===== config.mk =====
export PLATFORM = sky130hd
export DESIGN_NAME = cmcs_sequencer
export DESIGN_NICKNAME = d
export VERILOG_FILES = /design/src/cmcs_pkg.sv /design/src/cmcs_sequencer.sv
export SDC_FILE = /design/constraint.sdc
export NUM_CORES = 1
export LEC_CHECK = 0
export BUFFER_PORTS_ARGS = -buffer_cell sky130_fd_sc_hd__buf_4
export CORE_MARGIN = 1.5
export CORE_UTILIZATION = 45
export CTS_CLUSTER_DIAMETER = 30
export DETAILED_ROUTE_END_ITERATION = 16
export PLACE_DENSITY = 0.74
export SLEW_MARGIN = 20
export SYNTH_ARGS = -nofsm -noshare
export SYNTH_HDL_FRONTEND = slang
export SYNTH_SLANG_ARGS = --single-unit

===== constraint.sdc =====
create_clock -name clk_sys_i -period 3.06 [get_ports clk_sys_i]
set_input_delay 0.612 -clock clk_sys_i [delete_from_list [all_inputs] [get_ports clk_sys_i]]
set_output_delay 0.612 -clock clk_sys_i [all_outputs]
set_load 0.02 [all_outputs]

===== src/cmcs_pkg.sv =====
// package: constants and types for the cell monitor conversion sequencer
// What this block does
// - six cells via high mux, then auxiliary
// - return to first cell, then accept start
// - self-test converts band-gap on 0-5 range
// - self-test code near 970-990, readable normally
// - a normal start converts all six cell channels; self-test converts band-gap only
// - count field picks six, three, no auxiliaries
// - readback count field independent of conversions
// - alert field excludes fifth, third auxiliaries
// - shutdown falling edge stops conversions and drops low mux; high mux comes on at the top cell
// - acquisition field selects 400-1600 ns
package cmcs_pkg;
    // ----------------------------------------
    // register map
    // ----------------------------------------
    localparam logic [3:0] CMCS_ADDR_CTRL    = 4'h0;
    localparam logic [3:0] CMCS_ADDR_ALERT   = 4'h1;
    localparam logic [3:0] CMCS_ADDR_STATUS  = 4'h2;
    localparam logic [3:0] CMCS_ADDR_RESULT  = 4'h3;
    localparam logic [3:0] CMCS_ADDR_CMD     = 4'h4;
    localparam logic [15:0] CMCS_CTRL_RST    = 16'h0000;
    localparam logic [15:0] CMCS_ALERT_RST   = 16'h0000;
    localparam int CMCS_CNT_MSB   = 15;
    localparam int CMCS_CNT_LSB   = 14;
    localparam int CMCS_RDB_MSB   = 13;
    localparam int CMCS_RDB_LSB   = 12;
    localparam int CMCS_ACQ_MSB   = 6;
    localparam int CMCS_ACQ_LSB   = 5;
    localparam int CMCS_TERM_BIT  = 3;
    localparam int CMCS_CMD_START = 0;
    localparam int CMCS_CMD_TEST  = 1;
    localparam logic [1:0] CMCS_CNT_ALL   = 2'h0;
    localparam logic [1:0] CMCS_CNT_ODD   = 2'h1;
    // ----------------------------------------
    // timing
    // ----------------------------------------
    localparam int CMCS_CLK_MHZ      = 25;
    localparam int CMCS_ACQ_STEP_NS  = 400;
    localparam int CMCS_ACQ_STEP_CYC = (CMCS_ACQ_STEP_NS * CMCS_CLK_MHZ) / 1000;
    localparam int CMCS_CONV_NS      = 695;
    localparam int CMCS_CONV_CYC     = (CMCS_CONV_NS * CMCS_CLK_MHZ + 999) / 1000;
    localparam int CMCS_RETURN_US    = 80;
    localparam int CMCS_RETURN_CYC   = CMCS_RETURN_US * CMCS_CLK_MHZ;
    localparam logic [11:0] CMCS_SELFTEST_CODE = 12'h3d4;
    // ----------------------------------------
    // types
    // ----------------------------------------
    typedef enum logic [2:0] {
        CMCS_IDLE   = 3'b000,
        CMCS_ACQ    = 3'b001,
        CMCS_CONV   = 3'b010,
        CMCS_RETURN = 3'b011,
        CMCS_DOWN   = 3'b100
    } cmcs_state_t;
    typedef struct packed {
        logic [3:0]  addr;
        logic [15:0] wdata;
        logic        wr;
        logic        rd;
    } cmcs_bus_req_t;
endpackage


===== src/cmcs_sequencer.sv =====
// module: conversion sequencer with register port
//
// Our own choices: the strobed register port and the register offsets.
module cmcs_sequencer
    import cmcs_pkg::*;
(
    input  wire logic          clk_sys_i,                // system clock
    input  wire logic          sys_rst_i,                // sync reset, high
    input  wire logic          clk_en_i,                 // clock enable
    input  wire cmcs_bus_req_t bus_i,                    // register request
    output logic [15:0]        rdata_o,                  // read data
    input  wire logic          full_shutdown_request_n_i,// shutdown pin, low
    input  wire logic [11:0]   adc_code_i,               // converter result
    output logic               hv_mux_active_o,          // high mux owns adc
    output logic               lv_mux_active_o,          // low mux owns adc
    output logic [2:0]         chan_sel_o,               // channel index
    output logic               selftest_sel_o,           // band-gap input
    output logic               sample_o,                 // conversion pulse
    output logic               thermistor_termination_pin_o, // termination on
    output logic               powered_down_o            // hardware power-down
);
    // ----------------------------------------
    // registers
    // ----------------------------------------
    logic [15:0] ctrl_reg;
    logic [15:0] alert_reg;
    logic [11:0] result_reg;
    logic [11:0] selftest_result_reg;
    logic [5:0]  aux_done_reg;
    logic [1:0]  pin_sync_reg;
    logic        pin_prev_reg;
    logic        selftest_reg;
    logic        aux_phase_reg;
    logic [2:0]  chan_reg;
    logic [11:0] timer_reg;
    cmcs_state_t state_reg;
    logic        start_req;
    logic        test_req;
    logic        fall_edge;
    logic        last_conv;
    logic [11:0] acq_cycles;
    logic [2:0]  next_aux;
    logic        ready;
    assign start_req  = bus_i.wr && bus_i.addr == CMCS_ADDR_CMD && bus_i.wdata[CMCS_CMD_START];
    assign test_req   = bus_i.wr && bus_i.addr == CMCS_ADDR_CMD && bus_i.wdata[CMCS_CMD_TEST];
    assign fall_edge  = pin_prev_reg && !pin_sync_reg[1];
    assign ready      = state_reg == CMCS_IDLE;
    // acquisition 400 ns steps by field value
    assign acq_cycles = 12'(CMCS_ACQ_STEP_CYC) * 12'({1'b0, ctrl_reg[CMCS_ACQ_MSB:CMCS_ACQ_LSB]} + 3'h1);
    // auxiliary step: all, or odd inputs only
    assign next_aux   = (ctrl_reg[CMCS_CNT_MSB:CMCS_CNT_LSB] == CMCS_CNT_ODD) ? chan_reg + 3'h2 : chan_reg + 3'h1;
    always_comb begin
        last_conv = 1'b0;
        if (selftest_reg) begin
            last_conv = 1'b1;
        end else if (!aux_phase_reg) begin
            // cells always all six, aux only if selected
            last_conv = chan_reg == 3'h0 && ctrl_reg[CMCS_CNT_MSB] && !ctrl_reg[CMCS_CNT_LSB];
            if (chan_reg == 3'h0 && ctrl_reg[CMCS_CNT_MSB:CMCS_CNT_LSB] == 2'h3) begin
                last_conv = 1'b1;
            end
        end else begin
            last_conv = next_aux > 3'h5 || next_aux < chan_reg;
        end
    end
    // ----------------------------------------
    // shutdown pin sync
    // ----------------------------------------
    always_ff @(posedge clk_sys_i) begin
        if (sys_rst_i) begin
            pin_sync_reg <= 2'h3;
            pin_prev_reg <= 1'b1;
        end else if (clk_en_i) begin
            pin_sync_reg <= {pin_sync_reg[0], full_shutdown_request_n_i};
            pin_prev_reg <= pin_sync_reg[1];
        end
    end
    // ----------------------------------------
    // control registers
    // ----------------------------------------
    always_ff @(posedge clk_sys_i) begin
        if (sys_rst_i) begin
            ctrl_reg  <= CMCS_CTRL_RST;
            alert_reg <= CMCS_ALERT_RST;
        end else if (clk_en_i && bus_i.wr) begin
            if (bus_i.addr == CMCS_ADDR_CTRL) begin
                ctrl_reg <= bus_i.wdata;
            end
            if (bus_i.addr == CMCS_ADDR_ALERT) begin
                alert_reg <= bus_i.wdata;
            end
        end
    end
    // ----------------------------------------
    // sequencer
    // ----------------------------------------
    always_ff @(posedge clk_sys_i) begin
        if (sys_rst_i) begin
            state_reg     <= CMCS_IDLE;
            chan_reg      <= 3'h5;
            aux_phase_reg <= 1'b0;
            selftest_reg  <= 1'b0;
            timer_reg     <= 12'h000;
        end else if (clk_en_i) begin
            if (fall_edge) begin
                // drop low mux and any self-test on power-down; high mux reselects the top cell
                state_reg     <= CMCS_DOWN;
                aux_phase_reg <= 1'b0;
                selftest_reg  <= 1'b0;
                chan_reg      <= 3'h5;
            end else begin
                case (state_reg)
                    CMCS_IDLE: begin
                        // only idle accepts a start
                        if (start_req || test_req) begin
                            state_reg     <= CMCS_ACQ;
                            selftest_reg  <= test_req;
                            chan_reg      <= 3'h5;
                            aux_phase_reg <= 1'b0;
                            timer_reg     <= acq_cycles;
                        end
                    end
                    CMCS_ACQ: begin
                        if (timer_reg <= 12'h001) begin
                            state_reg <= CMCS_CONV;
                            timer_reg <= 12'(CMCS_CONV_CYC);
                        end else begin
                            timer_reg <= timer_reg - 12'h001;
                        end
                    end
                    CMCS_CONV: begin
                        if (timer_reg <= 12'h001) begin
                            if (last_conv) begin
                                state_reg     <= CMCS_RETURN;
                                aux_phase_reg <= 1'b0;
                                chan_reg      <= 3'h5;
                                timer_reg     <= 12'(CMCS_RETURN_CYC);
                            end else begin
                                state_reg <= CMCS_ACQ;
                                timer_reg <= acq_cycles;
                                if (!aux_phase_reg && chan_reg == 3'h0) begin
                                    aux_phase_reg <= 1'b1;
                                    chan_reg      <= 3'h0;
                                end else if (aux_phase_reg) begin
                                    chan_reg <= next_aux;
                                end else begin
                                    chan_reg <= chan_reg - 3'h1;
                                end
                            end
                        end else begin
                            timer_reg <= timer_reg - 12'h001;
                        end
                    end
                    CMCS_RETURN: begin
                        // re-arm high mux on the top cell
                        if (timer_reg <= 12'h001) begin
                            state_reg    <= CMCS_IDLE;
                            selftest_reg <= 1'b0;
                        end else begin
                            timer_reg <= timer_reg - 12'h001;
                        end
                    end
                    CMCS_DOWN: begin
                        if (pin_sync_reg[1]) begin
                            state_reg <= CMCS_IDLE;
                        end
                    end
                    default: state_reg <= CMCS_IDLE;
                endcase
            end
        end
    end
    // ----------------------------------------
    // results
    // ----------------------------------------
    always_ff @(posedge clk_sys_i) begin
        if (sys_rst_i) begin
            result_reg          <= 12'h000;
            selftest_result_reg <= 12'h000;
            aux_done_reg        <= 6'h00;
        end else if (clk_en_i && state_reg == CMCS_CONV && timer_reg <= 12'h001) begin
            result_reg <= adc_code_i;
            if (selftest_reg) begin
                selftest_result_reg <= adc_code_i;
            end
            if (aux_phase_reg) begin
                // excluded channels never flag for limit checks
                aux_done_reg[chan_reg] <= !((chan_reg == 3'h4 && alert_reg[0]) ||
                                            (chan_reg == 3'h2 && alert_reg[1]));
            end
        end
    end
    // ----------------------------------------
    // outputs
    // ----------------------------------------
    always_ff @(posedge clk_sys_i) begin
        if (sys_rst_i) begin
            rdata_o                      <= 16'h0000;
            hv_mux_active_o              <= 1'b1;
            lv_mux_active_o              <= 1'b0;
            chan_sel_o                   <= 3'h5;
            selftest_sel_o               <= 1'b0;
            sample_o                     <= 1'b0;
            thermistor_termination_pin_o <= 1'b0;
            powered_down_o               <= 1'b0;
        end else if (clk_en_i) begin
            hv_mux_active_o              <= !aux_phase_reg && !selftest_reg;
            lv_mux_active_o              <= aux_phase_reg && !fall_edge;
            chan_sel_o                   <= chan_reg;
            selftest_sel_o               <= selftest_reg;
            sample_o                     <= state_reg == CMCS_ACQ && timer_reg <= 12'h001 && !fall_edge;
            thermistor_termination_pin_o <= ctrl_reg[CMCS_TERM_BIT];
            powered_down_o               <= state_reg == CMCS_DOWN || fall_edge;
            rdata_o                      <= 16'h0000;
            if (bus_i.rd) begin
                case (bus_i.addr)
                    CMCS_ADDR_CTRL:   rdata_o <= ctrl_reg;
                    CMCS_ADDR_ALERT:  rdata_o <= alert_reg;
                    CMCS_ADDR_STATUS: rdata_o <= {7'h00, aux_done_reg, state_reg == CMCS_RETURN,
                                                  selftest_reg, ready};
                    CMCS_ADDR_RESULT: rdata_o <= {4'h0, selftest_reg ? selftest_result_reg : result_reg};
                    default:          rdata_o <= 16'h0000;
                endcase
            end
        end
    end
endmodule


## After elaboration in Yosys (flattened, before gate mapping)

Cells that the tools add are included.

| storage, ports and cells | value |
|---|---|
| input bits | 38 |
| bits in read-only memories | 0 |
| bits in registers | 110 |
| bits in latches | 0 |
| memories kept | 0 |
| output and inout port bits | 25 |
| memory bits (writable) | 0 |

| operators by class | value |
|---|---|
| equal/unequal tests | 20 |
| muxes and demuxes | 41 |
| shift-type cells | 0 |
| reductions and logical operators | 43 |
| $lt $le $gt $ge | 5 |
| divide/modulo/power cells | 0 |
| bitwise operators | 1 |
| add/sub/neg operators | 5 |
| multiply operators | 1 |

Operators by type and width:

| operator | count |
|---|---|
| 16-bit case mux with 4 select lines | 1 |
| 12-bit 2-to-1 mux | 5 |
| 12-bit case mux with 4 select lines | 1 |
| 3-bit 2-to-1 mux | 13 |
| 1-bit logical AND | 18 |
| 16-bit 2-to-1 mux | 1 |
| 3-bit case mux with 5 select lines | 1 |
| 12-bit by 1-bit <= comparator with 1-bit output (second input constant) | 1 |
| 1-bit 2-to-1 mux | 12 |
| 12-bit by 1-bit subtractor with 12-bit output (second input constant) | 1 |
| 11-bit 2-to-1 mux | 1 |
| 5-bit AND reduction | 2 |
| 3-bit by 2-bit equality test with 1-bit output (second input constant) | 3 |
| 3-bit != test (second input constant) | 3 |
| 4-bit by 2-bit equality test with 1-bit output (second input constant) | 2 |
| 2-bit AND reduction | 4 |
| 4-bit AND reduction | 2 |
| 6-bit bitwise mux | 1 |
| 3-bit equality test (second input constant) | 2 |
| 1-bit zero test | 6 |
| 3-bit zero test | 2 |
| 3-bit by 3-bit multiplier with 6-bit output (first input constant) | 1 |
| 3-bit by 2-bit != test with 1-bit output (second input constant) | 2 |
| 3-bit case mux with 2 select lines | 1 |
| 25 further kinds | 30 |

## Logic depth before layout (Yosys ltp)

Gate-level depths: netlist (run 1).

| logic depth | value |
|---|---|
| depth after elaboration | 10 |
| depth in mapped cells | 11 |

## Least setup slack after synthesis (run 1)

OpenSTA, ideal clock, no wires.

| timing path | value |
|---|---|
| kind | flip-flop to flip-flop |
| from | register chan_reg[0] |
| to | register chan_reg[0] |
| arrival time | 2.553 ns |
| period minus slack after synthesis | 2.682 ns |
| cell stages (with the launch flop) | 12 |
| setup slack | 0.378 ns |
| path through | dfxtp_1 inv_1 ha_1 nand2_1 o21ai_0 ha_1 nor2b_1 o21ai_0 a211oi_2 nand3_1 a2111oi_0 o21bai_1 |

| between the ends | value |
|---|---|
| cells in the longest elaborated chain, start to end | 10 |
| elaborated cells on any way between the ends | 21 |

Ends and longest elaborated chain:

| element | line | text |
|---|---|---|
| from (decl) | cmcs_sequencer.sv:34 | `logic [2:0] chan_reg;` |
| from (signal assigned) | cmcs_sequencer.sv:145 | `chan_reg <= next_aux;` |
| from (signal assigned) | cmcs_sequencer.sv:147 | `chan_reg <= chan_reg - 3'h1;` |
| 3-bit by 1-bit adder with 3-bit output (tied with other cells) | cmcs_sequencer.sv:51 | `assign next_aux = (ctrl_reg[CMCS_CNT_MSB:CMCS_CNT_LSB] == CMCS_CNT_ODD) ? chan_reg + 3'h2 : chan_reg + 3'h1;` |
| 3-bit 2-to-1 mux or 1-bit logical AND (tied branches) | cmcs_sequencer.sv:51, cmcs_sequencer.sv:58 |  |
| 3-bit > comparator (tied with other cells) | cmcs_sequencer.sv:63 | `last_conv = next_aux > 3'h5 \|\| next_aux < chan_reg;` |
| 1-bit logical OR or 1-bit 2-to-1 mux (tied branches) | cmcs_sequencer.sv:63, cmcs_sequencer.sv:59 |  |
| 1-bit 2-to-1 mux | cmcs_sequencer.sv:56 | `end else if (!aux_phase_reg) begin` |
| 1-bit 2-to-1 mux | cmcs_sequencer.sv:54 | `if (selftest_reg) begin` |
| 3-bit 2-to-1 mux * | cmcs_sequencer.sv:133 | `if (last_conv) begin` |
| 3-bit 2-to-1 mux * | cmcs_sequencer.sv:132 | `if (timer_reg <= 12'h001) begin` |
| 3-bit case mux with 2 select lines * | cmcs_sequencer.sv:112 | `case (state_reg)` |
| 3-bit 2-to-1 mux * | cmcs_sequencer.sv:105 | `if (fall_edge) begin` |

Mark *: on every way between the ends. The rest lies on a longest branch, timed or not. The select of a mux whose other input is x is not followed.
A chain may end at the register's enable or synchronous reset.

## Worst setup path after layout (run 1)

| timing path | value |
|---|---|
| from | register chan_reg[0] |
| to | register timer_reg[10] |

| between the ends | value |
|---|---|
| cells in the longest elaborated chain, start to end | 9 |
| elaborated cells on any way between the ends | 16 |

Ends and longest elaborated chain:

| element | line | text |
|---|---|---|
| 3-bit by 1-bit adder with 3-bit output (tied with other cells) | cmcs_sequencer.sv:51 |  |
| 3-bit 2-to-1 mux or 1-bit logical AND (tied branches) | cmcs_sequencer.sv:51, cmcs_sequencer.sv:58 |  |
| 3-bit > comparator (tied with other cells) | cmcs_sequencer.sv:63 |  |
| 1-bit logical OR or 1-bit 2-to-1 mux (tied branches) | cmcs_sequencer.sv:63, cmcs_sequencer.sv:59 |  |
| 1-bit 2-to-1 mux * | cmcs_sequencer.sv:56 |  |
| 1-bit 2-to-1 mux * | cmcs_sequencer.sv:54 |  |
| 11-bit 2-to-1 mux * | cmcs_sequencer.sv:133 |  |
| 12-bit 2-to-1 mux * | cmcs_sequencer.sv:132 |  |
| 12-bit case mux with 4 select lines * | cmcs_sequencer.sv:112 |  |
| to (signal assigned) | cmcs_sequencer.sv:120 | `timer_reg <= acq_cycles;` |
| to (signal assigned) | cmcs_sequencer.sv:137 | `timer_reg <= 12'(CMCS_RETURN_CYC);` |
| to (signal assigned) | cmcs_sequencer.sv:140 | `timer_reg <= acq_cycles;` |
| to (decl) | cmcs_sequencer.sv:35 | `logic [11:0] timer_reg;` |

Mark *: on every way between the ends. The rest lies on a longest branch, timed or not.

==> run metrics, run 1 <==
DIE HEIGHT=112 um; largest net degree at the start of global routing=72; initial antenna violation count=0; CP Capture Type=flip-flop; DIE AREA=12,600 um2; Syn. warnings=0; global-route usage over all layers=0.230; most frequent cells in the layout=135 x nand2_1, 110 x dfxtp_1, 102 x a21oi_1; Area Growth Syn to Fin=16.5%; setup repair after global routing missed its margin=no; Clk Latency, worst-skew pair=0.36 ns; Worst Max-Slew Pin Slew=0.848 ns; CTS tree=built; Setup CP Type=flip-flop to flip-flop; Placer Congestion=0.912; DRT iter0 DRCs=287; Initial DRT Pass Iterations=13; Post-synth EDFFs=0; total CTS buffers=9; Hold Crit Class=flip-flop to flip-flop; Root Buffer=clkbuf_16; Final setup violation count=0; async set-or-reset flop fraction in the synthesized netlist=0; clock sinks=110; relative slew slack=0.433; via count=5,069; drt via density=5.82; fraction of layout cells with a size suffix above 1=0.163; Initial Util=0.466; leakage=2.34 nW; CP Data Arrival Time=2.90 ns; Max Freq=0.383 GHz; Seq cells post-synth=110; pwr dens=483 nW/um2; syn nets=731; CTS H-Tree Depth=3; violated checks=design-rule violations; post-CTS setup repair buffer count=0; Avg Cell Area, Syn=7.92 um2; number of diodes=0; Final #Nets=776; top_reg_cell synth=dfxtp_1; Distinct cells, synth=64; mapped cell area=5370 um2; routed len/inst=16.5 um; Routed Antenna Nets=0; worst path required time=3.35 ns; commonest non-fill, non-tap cell in the layout=nand2_1; placed cells=855; Max Slew Vio Count=0; CTS Buffer Depth=2; period utilisation layout=0.853; min Tclk post-route=2.61 ns; Final Hold Viols=0; clock skew=0.00922 ns; clock slew at reported path FFs=0.08 ns; GR Overflow Total=0; DR DRC count=2; vias in the first global route=4,698; register area share after synthesis=0.410; buffers added on ports=62; CP Max Fanout=7; core box area=11,500 um2; status=finished, violations left; Placement Rows=39; Hold Slack=0.451 ns; number of max-cap violations=0; WL final=14,300 um; Die W=112 um; I/O Pins=63; Non-Filler Instances=871; IR drop worst, VDD=0.000315 V; first-pass GRT wire length=23,500 um; instance count of the mapped netlist=678; total negative setup slack=0 ns; final HPWL from detailed placement=10,100 um; CP Launch Type=flip-flop
==> routing by layer <==
metal	vias to the layer above	GRT usage	wire length (um)
li1	2479	-	-
met1	2405	0.310	6540
met2	163	0.377	6590
met3	22	0.0448	922
met4	0	0.0700	282
met5	-	0	0
==> path summary, 6_finish.rpt <==
path / cells after the start / end / from / slack (ns)
worst max register to register: 12 / timer_reg[10] / chan_reg[0] / 0.45
worst min register to register: 2 / selftest_result_reg[9] / selftest_result_reg[9] / 0.45
worst max-delay path: 12 / timer_reg[10] / chan_reg[0] / 0.45
worst min-delay path: 2 / selftest_result_reg[9] / selftest_result_reg[9] / 0.45
==> synthesized netlist by cell type, types with 3 or more instances <==
| cell | number | area (um2) |
|---|---|---|
| mux2_2 | 13 | 146 |
| mux2i_1 | 10 | 100 |
| nand3_1 | 12 | 60.1 |
| a22oi_1 | 25 | 188 |
| o22ai_1 | 4 | 25.0 |
| ha_1 | 15 | 188 |
| a211oi_1 | 4 | 30.0 |
| o21ai_1 | 5 | 25.0 |
| nand2_1 | 135 | 507 |
| inv_1 | 11 | 41.3 |
| o31ai_1 | 4 | 30.0 |
| and3_1 | 6 | 37.5 |
| nand4_1 | 5 | 31.3 |
| dfxtp_1 | 110 | 2200 |
| xnor2_1 | 3 | 26.3 |
| nand2b_1 | 8 | 50.1 |
| nor2b_1 | 9 | 56.3 |
| or4_1 | 4 | 30.0 |
| nand3b_1 | 3 | 22.5 |
| o21ai_0 | 12 | 60.1 |
| nor3_1 | 16 | 80.1 |
| buf_2 | 6 | 30.0 |
| clkbuf_1 | 36 | 135 |
| a21oi_1 | 102 | 510 |
| nor4_2 | 3 | 37.5 |
| a211o_1 | 5 | 43.8 |
| nor2_1 | 64 | 240 |
==> metrics by stage <==
stage / util / instance area [um2] / setup WS, ns / total power, mW
2_1_floorplan: - / 5370 / 0.378 / 1.77
3_3_place_gp: 0.517 / 5960 / 0.299 / 1.88
3_5_place_dp: 0.517 / 5960 / 0.218 / 1.89
4_1_cts: 0.543 / 6250 / 0.220 / 3.04
5_1_grt: 0.543 / 6260 / 0.165 / 3.14
6_report: 0.543 / 6260 / 0.450 / 3.02
==> cell type report <==
type	count	area (um2)
flip-flops and latches	110	2200
clock buffers	10	239
inverters	12	45.0
clock inverters	6	55.1
multi-input cells	512	2950
well taps	143	179
fillers	1115	5260
repair buffers	78	586
==> cells by family (layout without fill, tap and decap cells) <==
group / Yosys count / after routing / synth area share
compound gates: 184 / 184 / 0.208
buf+inv: 56 / 106 / 0.0419
flops: 110 / 110 / 0.410
xor+xnor: 5 / 5 / 0.00815
fa+ha+maj: 15 / 15 / 0.0349
mux: 23 / 23 / 0.0459
simple gates: 285 / 285 / 0.251
==> critical path: stages, from the launching register on <==
cell      delay (ns)
dfxtp_1         0.33
inv_1           0.09
ha_1            0.33
nand2_1         0.06
o21ai_0         0.11
ha_1            0.28
nor2b_1         0.12
o21ai_0         0.18
a211oi_2        0.12
buf_4           0.18
o32ai_2         0.43
a41oi_1         0.17
nor2_1          0.14
==> power by group <==
| part | switching (mW) | leakage [nW] | internal (mW) | total [mW] |
|---|---|---|---|---|
| Clock | 0.572 | 0.142 | 0.588 | 1.16 |
| Combinational | 0.250 | 1.31 | 0.140 | 0.389 |
| Sequential | 0.0242 | 0.888 | 1.45 | 1.47 |
==> what timing repair did <==
action,CTS,global route
hold buffers,0,0
resized for setup,0,1
setup endpoints to repair,0,1
Note: power is estimated with default switching activity, not from simulation.
==> inputs of run 2 (changes only) <==
--- a/config.mk
+++ b/config.mk
@@ -6,10 +6,11 @@
 export NUM_CORES = 1
 export LEC_CHECK = 0
 export BUFFER_PORTS_ARGS = -buffer_cell sky130_fd_sc_hd__buf_4
-export CORE_MARGIN = 1.5
+export CORE_MARGIN = 3
 export CORE_UTILIZATION = 45
 export CTS_CLUSTER_DIAMETER = 30
 export DETAILED_ROUTE_END_ITERATION = 16
+export GPL_TIMING_DRIVEN = 0
 export PLACE_DENSITY = 0.74
 export SLEW_MARGIN = 20
 export SYNTH_ARGS = -nofsm -noshare
==> run 2 against run 1 <==
The run now ends clean; setup slack worse by 0.31 ns; global-route usage is 1.5 points higher; clock-buffer cell count is 1 higher; flip-flop and latch count stayed put; clock power is 3% higher; wire length is 13% higher.
==> run metrics, run 2 (same netlist as run 1, synthesis figures left out) <==
drt via density=5.93; period utilisation layout=0.953; DR DRC count=0; cts hold-fix bufs=0; fraction of layout cells with a size suffix above 1=0.151; Die W=115 um; Initial DRT Pass Iterations=5; via count=5,334; GR Overflow Total=0; Routed Antenna Nets=0; DIE HEIGHT=115 um; buffers added on ports=60; pwr dens=488 nW/um2; routed len/inst=18.1 um; most frequent cells in the layout=135 x nand2_1, 108 x dfxtp_1, 102 x a21oi_1; CP Capture Type=flip-flop; clock sinks=110; Root Buffer=clkbuf_16; Area Growth Syn to Fin=18.2%; Placement Rows=39; CTS tree=built; CP Launch Type=flip-flop; Worst Max-Slew Pin Slew=0.920 ns; clock slew at reported path FFs=0.07 ns; initial antenna violation count=0; clock skew=0.00971 ns; final HPWL from detailed placement=11,900 um; core box area=11,600 um2; Clk Latency, worst-skew pair=0.36 ns; r2r setup slk=0.14 ns; Setup CP Type=flip-flop to flip-flop; number of diodes=0; CTS H-Tree Depth=3; final worst slack=0.143 ns; Hold Crit Class=flip-flop to flip-flop; I/O Pins=63; global-route usage over all layers=0.246; Design Power=3.09 mW; CP Max Fanout=9; Final Hold Viols=0; IR drop worst, VDD=0.000360 V; CTS Buffer Depth=2; largest net degree at the start of global routing=19; first-pass GRT wire length=25,700 um; pre-CTS setup slack=-0.274 ns; DIE AREA=13,300 um2; Placer Congestion=0.922; status=finished clean; CP Data Arrival Time=3.22 ns; setup repair after global routing missed its margin=no; Final setup violation count=0; DRT iter0 DRCs=624; relative slew slack=0.382; total CTS buffers=9; WL final=16,300 um; Final #Nets=804; Initial Util=0.464; leakage=2.35 nW; number of max-cap violations=0; vias in the first global route=5,057; commonest non-fill, non-tap cell in the layout=nand2_1; Max Freq=0.343 GHz; worst path required time=3.36 ns; Max Slew Vio Count=0; min Tclk post-route=2.92 ns
==> run 2: cell types whose count changed in the layout (fill, tap and decap cells not counted), moves of 2 or more <==
cell and delta:
dfxtp_2 +2, buf_4 -17, dfxtp_1 -2, clkbuf_1 +37, buf_2 +7
==> run 2: layer usage <==
metal / track usage / up-vias / routed length (um)
met2: 0.394 / 213 / 7610
li1: - / 2532 / -
met5: 0 / - / 0
met1: 0.328 / 2557 / 7200
met3: 0.0542 / 32 / 1090
met4: 0.0837 / 0 / 360
==> run 2: timing repair <==
action	CTS	global route
buffers inserted	1	0
setup endpoints to repair	7	5
gates cloned	0	0
resized for setup	4	5
pin swaps	1	1
==> run 2: worst paths after layout <==
path	cells past startpoint	to	start
max reg2reg	11	timer_reg[1]	chan_reg[0]
min	2	selftest_result_reg[11]	selftest_result_reg[11]
max	11	timer_reg[1]	chan_reg[0]
min reg2reg	2	selftest_result_reg[11]	selftest_result_reg[11]
==> run 2: stage by stage <==
stage | util | instance area (um2) | hold WS (ns) | TNS [ns] | instances
after floorplan | - | 5370 | 0.428 | 0 | 678
after global placement | 0.519 | 6000 | 0.436 | -0.465 | 881
after detailed placement | 0.520 | 6010 | 0.444 | -0.749 | 882
after CTS | 0.548 | 6330 | 0.454 | 0 | 899
after global routing | 0.549 | 6350 | 0.461 | 0 | 899
final | 0.549 | 6350 | 0.453 | 0 | 899
==> run 2: layout make-up <==
class | instances | area, um2
flip-flops and latches | 110 | 2200
well taps | 143 | 179
fillers | 1106 | 5220
repair buffers | 62 | 463
plain buffers | 44 | 181
multi-input cells | 512 | 2980
inverters | 12 | 45.0
clock inverters | 5 | 65.1
clock buffers | 11 | 233
==> run 2: where the power goes <==
| part | switching (mW) | internal [mW] | leakage, nW |
|---|---|---|---|
| clock | 0.556 | 0.646 | 0.145 |
| combinational | 0.280 | 0.145 | 1.32 |
| sequential | 0.0187 | 1.45 | 0.888 |
==> run 2: critical path: stages (launching register included) <==
cell and delay (ns):
dfxtp_2 0.43, inv_1 0.15, ha_1 0.35, nand2_1 0.06, o21ai_0 0.13, ha_1 0.30
nor2b_1 0.12, o21ai_1 0.10, a211oi_4 0.42, a21oi_1 0.14, a2111oi_0 0.48, o31a_1 0.19
==> inputs of run 3 (changes only) <==
--- a/config.mk
+++ b/config.mk
@@ -11,7 +11,7 @@
 export CTS_CLUSTER_DIAMETER = 30
 export DETAILED_ROUTE_END_ITERATION = 16
 export GPL_TIMING_DRIVEN = 0
-export PLACE_DENSITY = 0.74
+export PLACE_DENSITY = 0.65
 export SLEW_MARGIN = 20
 export SYNTH_ARGS = -nofsm -noshare
 export SYNTH_HDL_FRONTEND = slang
==> constraint.sdc (replaced) <==
create_clock -name clk_sys_i -period 3.06 [get_ports clk_sys_i]
set_input_delay 0.612 -clock clk_sys_i [delete_from_list [all_inputs] [get_ports clk_sys_i]]
set_output_delay 0.612 -clock clk_sys_i [all_outputs]
set_load 0.05 [all_outputs]
==> run 3 against run 2 <==
Cell count increased by 0.11%; highest routed layer unchanged; setup slack gained 0.034 ns; cell area increased by 0.37%; clock-buffer cell count stayed put; non-clock buffer count up 1; wire length decreased by 1.9%; flip-flop and latch count unchanged; fmax grew 1.2%; largest power group unchanged; clock skew up 0.00063 ns; combinational power rose by 2%; sequential power hardly changed; critical endpoint is now timer_reg[5].
==> run metrics, run 3 (same netlist as run 1, synthesis figures left out) <==
status=finished clean; Placer Congestion=0.942; pre-CTS setup slack=-0.312 ns; Area Growth Syn to Fin=18.6%; CTS tree=built; pwr dens=476 nW/um2; GR Overflow Total=0; DRT iter0 DRCs=363; Routed Antenna Nets=0; setup repair after global routing missed its margin=yes; Clk Latency, worst-skew pair=0.36 ns; CP Capture Type=flip-flop; final HPWL from detailed placement=11,800 um; CP Max Fanout=8; Initial DRT Pass Iterations=5; IR drop worst, VDD=0.000386 V; utilization after layout=0.551; drt via density=5.73; Hold Crit Class=flip-flop to flip-flop; period utilisation layout=0.942; largest net degree at the start of global routing=19; Max Freq=0.347 GHz; Placement Rows=39; I/O Pins=63; total CTS buffers=9; core box area=11,600 um2; worst path required time=3.28 ns; Max Slew Vio Count=0; sequential share of power=0.485; clock slew at reported path FFs=0.07 ns; fraction of layout cells with a size suffix above 1=0.155; global-route usage over all layers=0.247; number of diodes=0; clock share of power=0.373; CP Data Arrival Time=3.10 ns; initial antenna violation count=0; Power Internal=2.18 mW; DIE HEIGHT=115 um; min Tclk post-route=2.88 ns; via count=5,156; Setup CP Type=flip-flop to flip-flop; DIE AREA=13,300 um2; number of fill cells=1,143; switching share of power=0.281; commonest non-fill, non-tap cell in the layout=nand2_1; WL final=16,000 um; most frequent cells in the layout=135 x nand2_1, 108 x dfxtp_1, 102 x a21oi_1; clock skew=0.0103 ns; routed len/inst=17.7 um; Die W=115 um; Hold Slack=0.453 ns; Initial Util=0.464; leakage=2.36 nW; Final #Nets=805; CP Launch Type=flip-flop; Final setup violation count=0; relative slew slack=0.343; number of max-cap violations=0; CTS Buffer Depth=2; combinational power share=0.142; Worst Max-Slew Pin Slew=0.977 ns; Root Buffer=clkbuf_16; cts hold-fix bufs=0; final worst slack=0.178 ns; CTS H-Tree Depth=3; first-pass GRT wire length=25,700 um; DR DRC count=0; net switching power=0.852 mW; Final Hold Viols=0; buffers added on ports=60; vias in the first global route=4,871; clock sinks=110
==> run 3: what timing repair did <==
action | in CTS | in global routing
cloned | 0 | 0
resized for setup | 3 | 9
setup endpoints to repair | 9 | 10
buffers inserted | 2 | 0
pin swaps | 1 | 0
==> run 3: final cells by class <==
| type | instances | area (um2) | share of cell area |
|---|---|---|---|
| buffer | 44 | 181 | 0.0285 |
| clock buffer | 11 | 243 | 0.0381 |
| clock inverter | 5 | 41.3 | 0.00648 |
| inverter | 12 | 45.0 | 0.00707 |
| multi-input combinational | 512 | 2990 | 0.470 |
| sequential | 110 | 2200 | 0.346 |
| tap | 143 | 179 | 0.0281 |
| timing repair buffer | 63 | 483 | 0.0758 |
==> run 3: stage by stage <==
step	cell area, um2	power (mW)	std cells	TNS (ns)
detailed placement	6010	1.92	882	-1.17
global placement	6000	1.91	881	-0.277
CTS	6350	3.04	900	0
floorplan	5370	1.77	678	0
global route	6370	3.14	900	-0.00561
finish	6370	3.03	900	0
==> run 3: per-layer routing <==
metal / global-route usage / routed length [um]
met4: 0.0454 / 196
met1: 0.339 / 7090
met2: 0.407 / 7660
met5: 0 / 0
met3: 0.0511 / 1010
==> run 3: power by group through the flow <==
stage	sequential, mW	clock, mW	combinational [mW]
floorplan	1.51	0	0.263
global route	1.47	1.20	0.470
finish	1.47	1.13	0.431
detailed placement	1.50	0	0.414
CTS	1.47	1.15	0.419
global placement	1.50	0	0.409
==> run 3: critical path, cell delays in order, from the launching register on <==
cell	delay, ns
dfxtp_2	0.42
inv_1	0.16
ha_1	0.35
nand2_1	0.08
o21ai_0	0.15
ha_1	0.31
nor2b_1	0.13
o21ai_0	0.27
a211oi_4	0.14
buf_12	0.16
a21o_1	0.18
a221oi_1	0.32
nor3_1	0.08
==> run 3: worst paths after layout <==
path / slack (ns) / from / depth (start not counted) / to
hold / removal: 0.45 / selftest_result_reg[10] / 2 / selftest_result_reg[10]
setup / recovery: 0.18 / chan_reg[1] / 12 / timer_reg[5]
setup reg to reg: 0.18 / chan_reg[1] / 12 / timer_reg[5]
hold reg to reg: 0.45 / selftest_result_reg[10] / 2 / selftest_result_reg[10]
